<file path="src/sac_pkg.sv">
// Package of constants and types for the conversion-control and parallel-output block
package sac_pkg;
   // ==========================================
   // Widths
   localparam int RESULT_W = 16;
   localparam int HALF_W = 8;
   // ==========================================
   // Timing
   localparam int CLK_PERIOD_NS = 10;
   localparam int BUSY_MAX_NS = 83;
   // Longest time rounds down, at least one cycle
   localparam int BUSY_MAX_CYC = (BUSY_MAX_NS / CLK_PERIOD_NS) < 1 ? 1 : (BUSY_MAX_NS / CLK_PERIOD_NS);
   localparam int CONV_TIME_NS = 4000;
   localparam int CONV_CYC = CONV_TIME_NS / CLK_PERIOD_NS;
   localparam int CNT_W = 12;
   // ==========================================
   // Reset values
   localparam logic [15:0] RESULT_RST = 16'h0000;
   localparam logic [11:0] CNT_RST = 12'h000;
   // ==========================================
   // States
   typedef enum logic [0:0] {SAC_IDLE, SAC_CONV} sac_state_e;
endpackage

</file>
<file path="src/sac_top.sv">
// Conversion control and three-state parallel result port of a successive-approximation converter
//
// Operation
// - Result lines float while select is high or read_convert_n is low.
// - Bit 15 is the result MSB, bit 0 the LSB.
// - Swap select low: natural lane order.
// - Swap select high: upper and lower bytes exchanged on the lanes.
// - Select low, falling read_convert_n holds the sample and starts conversion.
// - Select low, rising read_convert_n enables the result lines.
// - Select ORed with read_convert_n; select falling with it low starts conversion.
// - read_convert_n high, select falling enables reading, no conversion.
// - Busy low from conversion start until result is latched.
// - Data valid when busy rises with select low, read_convert_n high.
// - Busy falls within 83 ns of conversion start.
// - Commands ignored during a conversion; reads still allowed.
// - Results are two's complement.
`timescale 1ns/1ns
module sac_top #(
   parameter int CONV_CYCLES = sac_pkg::CONV_CYC
) (
   // Clock and reset
   input wire logic clk,
   input wire logic nrst,
   // Host control pins
   input wire logic unit_select_n,
   input wire logic read_convert_n,
   input wire logic half_swap_select,
   // Sampled code from the analog core, two's complement
   input wire logic [sac_pkg::RESULT_W-1:0] sample_code,
   // Status and result lanes
   output logic busy_n,
   output logic hold_sample,
   output logic [sac_pkg::RESULT_W-1:0] result_bits,
   output logic [sac_pkg::RESULT_W-1:0] result_bits_oe_n
);
   import sac_pkg::*;

   // ==========================================
   // Pin synchronisers
   logic cs_s1_reg, cs_s2_reg, rc_s1_reg, rc_s2_reg, sw_s1_reg, sw_s2_reg;
   logic [RESULT_W-1:0] code_s1_reg, code_s2_reg;
   always_ff @(posedge clk or negedge nrst) begin
      if (!nrst) begin
         cs_s1_reg <= 1'b1;
         cs_s2_reg <= 1'b1;
         rc_s1_reg <= 1'b1;
         rc_s2_reg <= 1'b1;
         sw_s1_reg <= 1'b0;
         sw_s2_reg <= 1'b0;
         code_s1_reg <= RESULT_RST;
         code_s2_reg <= RESULT_RST;
      end else begin
         cs_s1_reg <= unit_select_n;
         cs_s2_reg <= cs_s1_reg;
         rc_s1_reg <= read_convert_n;
         rc_s2_reg <= rc_s1_reg;
         sw_s1_reg <= half_swap_select;
         sw_s2_reg <= sw_s1_reg;
         code_s1_reg <= sample_code;
         code_s2_reg <= code_s1_reg;
      end
   end

   // ==========================================
   // Start detection
   // Combined low level of both inputs; a fall of either with the other low starts
   logic both_low_prev_reg;
   wire both_low = ~cs_s2_reg & ~rc_s2_reg;
   wire start_cmd = both_low & ~both_low_prev_reg;
   always_ff @(posedge clk or negedge nrst) begin
      if (!nrst) begin
         both_low_prev_reg <= 1'b0;
      end else begin
         both_low_prev_reg <= both_low;
      end
   end

   // ==========================================
   // Conversion sequencer
   sac_state_e state_reg, state_next;
   logic [CNT_W-1:0] cnt_reg, cnt_next;
   logic [RESULT_W-1:0] result_reg, result_next;
   logic [RESULT_W-1:0] held_reg, held_next;
   wire conv_done = (state_reg == SAC_CONV) && (cnt_reg == CNT_W'(CONV_CYCLES - 1));

   always_comb begin
      state_next = state_reg;
      cnt_next = cnt_reg;
      result_next = result_reg;
      held_next = held_reg;
      case (state_reg)
         SAC_IDLE: begin
            if (start_cmd) begin
               // Freeze the sampled code at the hold instant
               held_next = code_s2_reg;
               cnt_next = CNT_RST;
               state_next = SAC_CONV;
            end
         end
         SAC_CONV: begin
            // Further starts ignored here; reads are not affected
            if (conv_done) begin
               result_next = held_reg;
               state_next = SAC_IDLE;
            end else begin
               cnt_next = cnt_reg + CNT_W'(1);
            end
         end
         default: state_next = SAC_IDLE;
      endcase
   end

   always_ff @(posedge clk or negedge nrst) begin
      if (!nrst) begin
         state_reg <= SAC_IDLE;
         cnt_reg <= CNT_RST;
         result_reg <= RESULT_RST;
         held_reg <= RESULT_RST;
      end else begin
         state_reg <= state_next;
         cnt_reg <= cnt_next;
         result_reg <= result_next;
         held_reg <= held_next;
      end
   end

   // Busy and hold come straight from state: busy low, hold high the cycle after start is seen
   assign busy_n = (state_reg == SAC_IDLE);
   assign hold_sample = (state_reg == SAC_CONV);

   // ==========================================
   // Output lanes
   // Swap acts on routing only; stored result never depends on it
   // Fed from the next result so the lanes turn over on the edge busy rises
   wire [RESULT_W-1:0] lane_data = sw_s2_reg ?
      {result_next[HALF_W-1:0], result_next[RESULT_W-1:HALF_W]} :
      result_next;
   wire drive_en = ~cs_s2_reg & rc_s2_reg;

   logic [RESULT_W-1:0] out_reg;
   logic oe_n_reg;
   always_ff @(posedge clk or negedge nrst) begin
      if (!nrst) begin
         out_reg <= RESULT_RST;
         oe_n_reg <= 1'b1;
      end else begin
         out_reg <= lane_data;
         oe_n_reg <= ~drive_en;
      end
   end
   assign result_bits = out_reg;
   assign result_bits_oe_n = {RESULT_W{oe_n_reg}};

   // ==========================================
   // Check helpers
   // Length of the current busy-low stretch, cleared while idle
   logic [CNT_W-1:0] busy_len_reg;
   always_ff @(posedge clk or negedge nrst) begin
      if (!nrst) begin
         busy_len_reg <= CNT_RST;
      end else if (!busy_n) begin
         busy_len_reg <= busy_len_reg + CNT_W'(1);
      end else begin
         busy_len_reg <= CNT_RST;
      end
   end

   // ==========================================
   // Checks
   property p_float;
      @(posedge clk) disable iff (!nrst)
      (cs_s2_reg | ~rc_s2_reg) |=> result_bits_oe_n == {RESULT_W{1'b1}};
   endproperty
   a_float: assert property (p_float) else $error("result lines driven while disabled");

   property p_drive;
      @(posedge clk) disable iff (!nrst)
      (~cs_s2_reg & rc_s2_reg) |=> result_bits_oe_n == {RESULT_W{1'b0}};
   endproperty
   a_drive: assert property (p_drive) else $error("result lines not driven on read");

   property p_natural;
      @(posedge clk) disable iff (!nrst)
      !sw_s2_reg |=> result_bits == $past(result_next);
   endproperty
   a_natural: assert property (p_natural) else $error("natural lane order wrong");

   property p_swap;
      @(posedge clk) disable iff (!nrst)
      sw_s2_reg |=> result_bits[7:0] == $past(result_next[15:8]) && result_bits[15:8] == $past(result_next[7:0]);
   endproperty
   a_swap: assert property (p_swap) else $error("swapped lane order wrong");

   property p_busy_fall;
      @(posedge clk) disable iff (!nrst)
      (start_cmd && busy_n) |-> ##[1:8] !busy_n;
   endproperty
   a_busy_fall: assert property (p_busy_fall) else $error("busy late after start");

   property p_ignore;
      @(posedge clk) disable iff (!nrst)
      (!busy_n && start_cmd && !conv_done) |=> !busy_n && $stable(result_reg);
   endproperty
   a_ignore: assert property (p_ignore) else $error("start honoured during conversion");

   property p_keep;
      @(posedge clk) disable iff (!nrst)
      !conv_done |=> $stable(result_reg);
   endproperty
   a_keep: assert property (p_keep) else $error("result changed outside completion");

   property p_busy_rise;
      @(posedge clk) disable iff (!nrst)
      conv_done |=> busy_n && result_reg == $past(held_reg);
   endproperty
   a_busy_rise: assert property (p_busy_rise) else $error("busy rose without latched result");

   property p_swap_store;
      @(posedge clk) disable iff (!nrst)
      ($changed(sw_s2_reg) && !conv_done && !start_cmd) |=> $stable(result_reg) && $stable(state_reg);
   endproperty
   a_swap_store: assert property (p_swap_store) else $error("swap select disturbed state");

   property p_valid_rise;
      @(posedge clk) disable iff (!nrst)
      $rose(busy_n) |-> result_bits == ($past(sw_s2_reg) ?
         {result_reg[HALF_W-1:0], result_reg[RESULT_W-1:HALF_W]} : result_reg);
   endproperty
   a_valid_rise: assert property (p_valid_rise) else $error("result lanes stale when busy rose");

   property p_start_rc;
      @(posedge clk) disable iff (!nrst)
      ($fell(rc_s2_reg) && !cs_s2_reg && busy_n) |=> !busy_n && hold_sample;
   endproperty
   a_start_rc: assert property (p_start_rc) else $error("read_convert_n fall did not start");

   property p_start_cs;
      @(posedge clk) disable iff (!nrst)
      ($fell(cs_s2_reg) && !rc_s2_reg && busy_n) |=> !busy_n;
   endproperty
   a_start_cs: assert property (p_start_cs) else $error("select fall did not start");

   property p_read_no_start;
      @(posedge clk) disable iff (!nrst)
      ($fell(cs_s2_reg) && rc_s2_reg && busy_n) |=> busy_n;
   endproperty
   a_read_no_start: assert property (p_read_no_start) else $error("read select started a conversion");

   property p_conv_len;
      @(posedge clk) disable iff (!nrst)
      $rose(busy_n) |-> busy_len_reg == CNT_W'(CONV_CYCLES);
   endproperty
   a_conv_len: assert property (p_conv_len) else $error("busy low stretch has wrong length");

   property p_cnt_bound;
      @(posedge clk) disable iff (!nrst)
      (state_reg == SAC_CONV) |-> cnt_reg <= CNT_W'(CONV_CYCLES - 1);
   endproperty
   a_cnt_bound: assert property (p_cnt_bound) else $error("conversion counter overran");

   property p_held_stable;
      @(posedge clk) disable iff (!nrst)
      (state_reg == SAC_CONV) |=> $stable(held_reg);
   endproperty
   a_held_stable: assert property (p_held_stable) else $error("held code changed mid conversion");

   property p_capture;
      @(posedge clk) disable iff (!nrst)
      (start_cmd && busy_n) |=> hold_sample && held_reg == $past(code_s2_reg);
   endproperty
   a_capture: assert property (p_capture) else $error("code not held at start");

   property p_busy_cause;
      @(posedge clk) disable iff (!nrst)
      $fell(busy_n) |-> $past(start_cmd);
   endproperty
   a_busy_cause: assert property (p_busy_cause) else $error("busy fell without a start");

   property p_swap_held;
      @(posedge clk) disable iff (!nrst)
      ($changed(sw_s2_reg) && !start_cmd) |=> $stable(held_reg);
   endproperty
   a_swap_held: assert property (p_swap_held) else $error("swap select disturbed held code");

   property p_read_conv;
      @(posedge clk) disable iff (!nrst)
      (!busy_n && !cs_s2_reg && rc_s2_reg && !conv_done) |=> !busy_n && result_bits_oe_n == {RESULT_W{1'b0}};
   endproperty
   a_read_conv: assert property (p_read_conv) else $error("read during conversion refused");

   property p_out_stable;
      @(posedge clk) disable iff (!nrst)
      (state_reg == SAC_IDLE && $stable(sw_s2_reg)) |=> $stable(result_bits);
   endproperty
   a_out_stable: assert property (p_out_stable) else $error("result lanes changed while idle");

   property p_drive_edge;
      @(posedge clk) disable iff (!nrst)
      ($rose(rc_s2_reg) && !cs_s2_reg) |=> result_bits_oe_n == {RESULT_W{1'b0}};
   endproperty
   a_drive_edge: assert property (p_drive_edge) else $error("read_convert_n rise did not drive");
endmodule

</file>
<file path="config.mk">
export PLATFORM = sky130hd
export DESIGN_NAME = sac_top
export DESIGN_NICKNAME = d
export VERILOG_FILES = /design/src/sac_pkg.sv /design/src/sac_top.sv
export SDC_FILE = /design/constraint.sdc
export NUM_CORES = 1
export LEC_CHECK = 0
export BUFFER_PORTS_ARGS = -buffer_cell sky130_fd_sc_hd__clkbuf_2
export CORE_AREA = 2 2 89 91
export DETAILED_ROUTE_END_ITERATION = 8
export DIE_AREA = 0 0 91 93
export PLACE_DENSITY = 0.73
export SETUP_SLACK_MARGIN = 0.02
export SYNTH_ARGS = -nofsm -noshare
export SYNTH_HDL_FRONTEND = slang
export SYNTH_SLANG_ARGS = --single-unit
</file>
<file path="constraint.sdc">
create_clock -name clk -period 1.6 [get_ports clk]
set_input_delay 0.24 -clock clk [delete_from_list [all_inputs] [get_ports clk]]
set_output_delay 0.24 -clock clk [all_outputs]
set_load 0.02 [all_outputs]
</file>
-- Word-level counts from Yosys, hierarchy flattened
Index checks and enable logic that the tools add are counted.
Widths: inputs -> output; s select.
- input bits: 21
- ROM bits: 0
- bits in latches: 0
- logic and storage cells: 39
- bits in writable memories: 0
- output and inout bits: 34
- register bits after elaboration: 101
- memories kept: 0
- shift-type cells: 0
- $lt $le $gt $ge: 0
- mux-type cells: 9
- add/sub/neg operators: 1
- div/mod/pow operators: 0
- eq/ne operators: 3
- reductions and logical operators: 3
- bitwise gates (word level): 8
- $mul: 0
- operators with widths (operator ; number):
    $mux 16 ; 3
    $mux 12 ; 2
    $pmux 12 s2 ; 1
    $add 12x1->12 const B ; 1
    $eq 12x9->1 const B ; 1
    $not 1->1 ; 5
    $reduce_and 2->1 ; 2
    $and 1x1->1 ; 3
    $mux 1 ; 2
    $ne 2x1->1 const B ; 1
    $ne 2x2->1 const B ; 1
    $pmux 1 s2 ; 1
    $logic_and 1x1->1 ; 1

-- Longest topological paths before layout
Gate-level depths: netlist (run 1).
- depth in word-level cells: 5
- gate-level depth with buffers: 7
- gate-level depth less buffers: 6

-- Worst setup path before layout (run 1)
No wires, ideal clock.
- path kind: register to register
- from: register cnt_reg[0]
- to: register out_reg[10], in the netlist result_bits[10]
- clock period less this slack: 1.699 ns
- library setup time: 0.146 ns
- stages on the path, launching flop included: 7
- path slack: -0.099 ns
- path buffers: 1
- required time: 1.454 ns
- arrival: 1.552 ns
- cell sequence: dfrtp_1 -> ha_1 -> nor4b_4 -> nand4_4 -> buf_6 -> mux2i_1 -> mux2i_1
- cells in the longest elaborated chain, start to end: 5
- RTL lines (item ; RTL line ; text):
    from (decl) ; sac_top.sv:81 ; logic [CNT_W-1:0] cnt_reg, cnt_next;
    from (signal assigned) ; sac_top.sv:121 ; cnt_reg <= cnt_next;
    $eq 12x9->1 ; sac_top.sv:84 ; wire conv_done = (state_reg == SAC_CONV) && (cnt_reg == CNT_W'(CONV_CYCLES - 1));
    $logic_and 1x1->1 ; sac_top.sv:84 ;
    $mux 16 ; sac_top.sv:102 ; if (conv_done) begin
    $mux 16 ; sac_top.sv:91 ; case (state_reg)
    $mux 16 ; sac_top.sv:135 ; wire [RESULT_W-1:0] lane_data = sw_s2_reg ?
    named net lane_data[10] ; sac_top.sv:135 ;
    to (signal assigned) ; sac_top.sv:147 ; out_reg <= lane_data;
    to (decl) ; sac_top.sv:140 ; logic [RESULT_W-1:0] out_reg;
The timed path passes the listed nets, and every way through them passes these cells.
A chain may end at the register's enable or synchronous reset.

-- Worst setup path in the final report (run 1)
- from: register cnt_reg[1]
- to: register out_reg[3], in the netlist result_bits[3]
The elaborated chain is that of the path after synthesis.

==> impl_results.md, run 1 <==
* Status: complete, but fails checks
* Failing checks: setup timing
* H-tree depth at 3
* Routed vias at 2228
* Clock Sinks at 101
* Clock Path Buffers at 2
* Crit Path Class: register to register
* DRT Wirelength at 6.386 mm
* Area grow syn2layout at 31.07%
* WP data required at 1.88 ns
* RSZ-0062 raised after global routing: yes
* Clock Skew at 0.009121 ns
* Post-DP HPWL at 4.284 mm
* Ys async rst share at 1.000
* Routed wire per std cell at 13.47 µm
* Commonest non-fill, non-tap cells in the layout: 94 x dfrtp_1, 54 x nand2_1, 53 x clkbuf_2
* Final Instance Area at 4798 µm²
* DRT Pass-1 Iters at 4
* Antenna diodes at 0
* Vias per inst at 4.700
* Syn_nets at 300
* Maximum vdd drop at 0.0005474 V
* Place WS at -0.09588 ns
* Post-synth EDFFs at 0
* Syn Inst Count at 278
* LEAKAGE at 2.497 nW
* Synth Area in XOR/XNOR at 0
* Synth Area in Compound Gates at 0.02802
* Mux contribution to synthesized area at 0.09604
* CTS clk-pin slew, worst paths at 0.10 ns
* Global-route wire length before repair at 10.91 mm
* Antenna Violating Nets Remaining at 0
* Cell variety after synth at 33
* Most common cell after layout, fill and taps aside: dfrtp_1
* Post-Synth Simple-Gate Area at 0.1169
* CTS root buffer: clkbuf_8
* Io pins at 55
* Pins over their slew limit at 0
* Hold depth at 0
* Pin count of the biggest net entering global routing at 39
* Worst hold-check path type: register to register
* CP max FO at 10
* Ratio of cells with drive above 1 in the final layout at 0.3656
* Largest family of logic cells by synthesized area: simple AND/OR/NAND/NOR gates
* Post-layout nets at 389
* Worst Reg-to-Reg Cells at 7
* Critical path arrival at 1.97 ns
* Initial antenna violation count at 0
* Row Count at 32
* Yosys reg bits at 101
* Total CTS buffers at 9
* Fmax at 0.5930 GHz
* GP Congestion at 0.8049
* Slew @ Worst Pin at 0.4637 ns
* Fin crit period at 1.686 ns
* Vias in the first global route at 2131
* Slew headroom at 0.6908
* Yosys warns at 0
* Power Dens Cells at 905.0 nW/µm²
* Core area at 7527 µm²
* Synth Area in Adders at 0.003418
* Chip width at 91 µm
* Initial Util at 0.4864
* Die Span Y at 93 µm
* Drt drc at 0
* Crit path launch type: register
* Final hold violation count at 0
* Die area at 8463 µm²
* Initial DRC count at 59
* Final setup TNS at -1.132 ns
* Tcrit/Tclk final at 1.054
* Post-synthesis sequential area ratio at 0.6921
* Final setup vio count at 25
* Worst path slowest cell: dfrtp_1
* Critical path cell sequence: ha_4 > nor4b_4 > buf_4 > nand4_4 > buf_12 > mux2i_4 > mux2i_1
* Max_cap viols at 0
* Mapped Avg Cell Area at 13.17 µm²
* Tot GR Track Use at 0.1675
* Number of buffers added on ports at 54
* CTS tree: built
* CP peak stage delay at 0.40 ns
* Worst skew pair latency at 0.36 ns
* Mapped cell area at 3661 µm²
* Final worst setup slack at -0.08628 ns
* Placed Area at 4184 µm²
* Yosys top cell by area: dfrtp_1
* Grt total ovfl at 0
* Area contributors post-synth: dfrtp_1 66%, mux2i_1 9.3%, nand2_1 5.5%
* Worst setup EP type: register
* Top cell type's share of synthesized area at 0.6562
* Main flop type after synthesis: dfrtp_1
## where the power goes
part           total, mW  leakage (nW)  internal [mW]  switching, mW
clock               1.53         0.100          0.608          0.918
sequential          2.63          1.30           2.61         0.0211
combinational      0.188          1.10         0.0825          0.105
## Yosys cell counts (3+ instances only)
cell type	n
dfrtp_1	96
nand2_1	54
mux2i_1	34
inv_1	19
buf_4	16
a31oi_1	5
dfstp_2	5
and3_1	4
nand2b_1	4
nand3_1	4
a21oi_1	3
buf_2	3
clkbuf_1	3
nand4_1	3
o21ai_0	3
## worst paths after layout
path	startpoint	to	slack, ns
setup / recovery	cnt_reg[1]	result_bits[3]	-0.09
hold / removal	code_s1_reg[8]	code_s2_reg[8]	0.35
setup reg to reg	cnt_reg[1]	result_bits[3]	-0.09
hold reg to reg	code_s1_reg[8]	code_s2_reg[8]	0.35
max in group asynchronous	nrst	held_reg[0]	0.61
min in group asynchronous	nrst	both_low_prev_reg	0.38
## through the flow
stage	hold WS, ns	total power [mW]	util	std cells
3_5_place_dp	0.2285	2.834	0.5559	437
3_3_place_gp	0.2235	2.830	0.5559	437
5_1_grt	0.3637	4.546	0.6375	474
4_1_cts	0.3573	4.392	0.6318	473
6_report	0.3545	4.342	0.6375	474
2_1_floorplan	-0.05559	2.750	-	278
## area by class of cell
type	count	area, µm²
clock inverters	7	70.07
fillers	578	2729
repair buffers	102	715.7
clock buffers	9	123.9
well taps	102	127.6
flip-flops and latches	101	2536
multi-input cells	134	1151
inverters	19	73.82
## worst max-delay path: cells and delay by family, from the launching register on
kind / cells / cell delay [ns]
adder cells (fa/ha/maj): 1 / 0.15
AND/OR/NAND/NOR: 2 / 0.33
buffers and inverters: 2 / 0.37
flip-flops: 1 / 0.40
multiplexers: 2 / 0.35
## logic make-up after synthesis
group | count (synthesis)
adders and majority gates | 1
muxes | 35
AOI/OAI and AO/OA | 16
DFF | 101
and+or+nand+nor | 82
buffers and inverters | 43
## repair_timing
item / 4_1_cts / 5_1_grt
buffers inserted: 0 / 1
hold buffers: 20 / 0
gates resized for setup: 27 / 8
endpoints found under the setup margin: 34 / 40
endpoints found under the hold margin: 49 / 0
pin swaps: 1 / 4
## layer usage
| metal | up-vias | wire (µm) | GRT usage |
|---|---|---|---|
| met2 | 62 | 2936 | 0.2537 |
| met5 | - | 0 | 0 |
| met3 | 11 | 231 | 0.03143 |
| met1 | 1078 | 3084 | 0.2403 |
| li1 | 1077 | - | - |
| met4 | 0 | 134 | 0.07197 |
(Power assumes the default switching activity.)
==> run 2: changes to the inputs <==
- RECOVER_POWER: unset -> 25
==> run 2 against run 1 <==
Compared with the run above:
- the flow still finishes with violations (setup timing)
- first-iteration DRC count did not move
- final cell count did not move
- clock skew about the same
- worst hold slack did not move
- cell area about the same
- non-clock buffer count is the same
- maximum frequency unchanged
- critical path depth is the same
- critical endpoint unchanged
- highest routed layer unchanged
==> impl_results.md, run 2 (synthesis results as in run 1) <==
* WP data required at 1.88 ns (about the same)
* Critical path arrival at 1.97 ns (about the same)
* R2R Path Start: cnt_reg[1]
* Max_cap viols at 0 (unchanged)
* CTS tree: built
* Antenna diodes at 0 (unchanged)
* Ratio of cells with drive above 1 in the final layout at 0.3629 (-0.002688)
* Post-layout nets at 389 (unchanged)
* DRT Pass-1 Iters at 4 (unchanged)
* DRT Wirelength at 6.387 mm (about the same)
* Post-DP HPWL at 4.284 mm (unchanged)
* Worst skew pair latency at 0.36 ns (about the same)
* Non-Filler Instances at 474 (unchanged)
* Internal at 3.296 mW (about the same)
* Global-route wire length before repair at 10.91 mm (unchanged)
* Pins over their slew limit at 0 (unchanged)
* Worst Reg-to-Reg Cells at 7 (unchanged)
* Antenna Violating Nets Remaining at 0 (unchanged)
* Part of the power in registers at 0.605 (about the same)
* Chip width at 91 µm (unchanged)
* Final hold violation count at 0 (unchanged)
* CP max FO at 10 (unchanged)
* Drt drc at 0 (unchanged)
* Slew headroom at 0.4000 (-0.2908)
* CP startpoint: cnt_reg[1]
* Final setup vio count at 25 (unchanged)
* RSZ-0062 raised after global routing: yes
* Most common cell after layout, fill and taps aside: dfrtp_1
* Tcrit/Tclk final at 1.054 (about the same)
* Fin crit period at 1.686 ns (+0.0000004000 ns)
* Routed vias at 2226 (-0.090%)
* Routed wire per std cell at 13.47 µm (about the same)
* Slew @ Worst Pin at 0.9000 ns (+0.4363 ns)
* Final Instance Area at 4796 µm² (about the same)
* H-tree depth at 3 (unchanged)
* Die area at 8463 µm² (unchanged)
* Number of buffers added on ports at 54 (unchanged)
* Vias per inst at 4.696 (about the same)
* Clock Skew at 0.009139 ns (+0.00001796 ns)
* Initial DRC count at 59 (unchanged)
* Power Dens Cells at 905.3 nW/µm² (about the same)
* R2r endpoint: result_bits[3]
* Worst path slowest cell: dfrtp_1
* Crit Path Class: register to register
* GP Congestion at 0.8049 (unchanged)
* Tot GR Track Use at 0.1675 (unchanged)
* P_sw at 1.045 mW (about the same)
* Area grow syn2layout at 31.00% (about the same)
* Crit path launch type: register
* Worst hold-check path type: register to register
* Total CTS buffers at 9 (unchanged)
* Critical path cell sequence: ha_4 > nor4b_4 > buf_4 > nand4_4 > buf_12 > mux2i_4 > mux2i_1
* WP depth at 7 (unchanged)
* Worst Setup EP: result_bits[3]
* FF-to-FF setup slack at -0.09 ns (about the same)
* Worst setup EP type: register
* Initial Util at 0.4864 (unchanged)
* Failing checks: setup timing
* Commonest non-fill, non-tap cells in the layout: 94 x dfrtp_1, 54 x nand2_1, 54 x clkbuf_2
* WP buf/inv at 2 (unchanged)
* Combinational share of power at 0.043 (about the same)
* LEAKAGE at 2.495 nW (about the same)
* Initial antenna violation count at 0 (unchanged)
* Switching share of power at 0.2408 (about the same)
* Dpl cells at 437 (unchanged)
* CTS root buffer: clkbuf_8
* Vias in the first global route at 2131 (unchanged)
* Grt total ovfl at 0 (unchanged)
* Core area at 7527 µm² (unchanged)
* CTS clk-pin slew, worst paths at 0.10 ns (about the same)
* Placed Area at 4184 µm² (unchanged)
* Fmax at 0.5930 GHz (unchanged)
* Pin count of the biggest net entering global routing at 39 (unchanged)
* Clock power share at 0.352 (about the same)
* Maximum vdd drop at 0.0005474 V (about the same)
* Largest delay share family, worst path: flip-flops
* Die Span Y at 93 µm (unchanged)
* Io pins at 55 (unchanged)
* CP peak stage delay at 0.40 ns (about the same)
* Post-layout util at 0.6371 (about the same)
* Clock Sinks at 101 (unchanged)
* Final worst setup slack at -0.08628 ns (-0.0000004000 ns)
* Status: complete, but fails checks
* Clock Path Buffers at 2 (unchanged)
* Row Count at 32 (unchanged)
run 2: cell types whose count changed in the layout (fill, tap and decap cells not counted):
cell,before,now
buf_4,25,24
clkbuf_2,53,54
dfstp_1,0,1
dfstp_2,5,4
run 2: routing by layer:
layer / global-route usage / share of wire / routed length, µm
met5: 0 / 0 / 0
met1: 0.2403 / 0.48 / 3088
met4: 0.07197 / 0.021 / 134
met3: 0.03143 / 0.036 / 231
met2: 0.2537 / 0.46 / 2932
run 2: stage by stage:
step | total power [mW] | TNS [ns] | worst slack [ns] | hold WS (ns)
6_report | 4.341 | -1.132 | -0.08628 | 0.3545
5_1_grt | 4.545 | -4.136 | -0.1941 | 0.3638
4_1_cts | 4.392 | -0.3431 | -0.04057 | 0.3573
3_5_place_dp | 2.834 | -0.8397 | -0.09588 | 0.2285
3_3_place_gp | 2.830 | -0.06618 | -0.02285 | 0.2235
2_1_floorplan | 2.750 | -0.5757 | -0.06030 | -0.05559
run 2: final cells by class:
type / instances / area (µm²)
timing repair buffer: 102 / 713.2
fill: 578 / 2731
multi-input combinational: 134 / 1151
sequential: 101 / 2536
clock inverter: 7 / 70.07
tap: 102 / 127.6
clock buffer: 9 / 123.9
inverter: 19 / 73.82
run 2: how the worst min path moves through the flow:
stage	to	start	slack, ns	cells past startpoint
2_1_floorplan	both_low_prev_reg	nrst	-0.06	0
3_3_place_gp	both_low_prev_reg	nrst	0.22	1
3_5_place_dp	both_low_prev_reg	nrst	0.23	1
4_1_cts	code_s2_reg[8]	code_s1_reg[8]	0.36	0
5_1_grt	cs_s2_reg	cs_s1_reg	0.36	0
6_report	code_s2_reg[8]	code_s1_reg[8]	0.35	0
run 2: what timing repair did:
item	4_1_cts	5_1_grt
hold endpoints to repair	49	0
pin swaps	1	4
gates resized for setup	27	8
setup endpoints to repair	34	40
setup buffers	0	1
hold buffers	20	0
run 2: power by group through the flow:
stage / sequential [mW] / clock, mW / combinational [mW]
final: 2.63 / 1.53 / 0.187
after global routing: 2.63 / 1.70 / 0.209
after CTS: 2.63 / 1.57 / 0.193
after detailed placement: 2.68 / 0 / 0.156
after global placement: 2.68 / 0 / 0.154
after floorplan: 2.67 / 0 / 0.0764
run 2: worst register-to-register path: stages, from the launching register on:
cell     delay [ns]
dfrtp_1        0.40
ha_4           0.15
nor4b_4        0.23
buf_4          0.17
nand4_4        0.10
buf_12         0.20
mux2i_4        0.21
mux2i_1        0.15
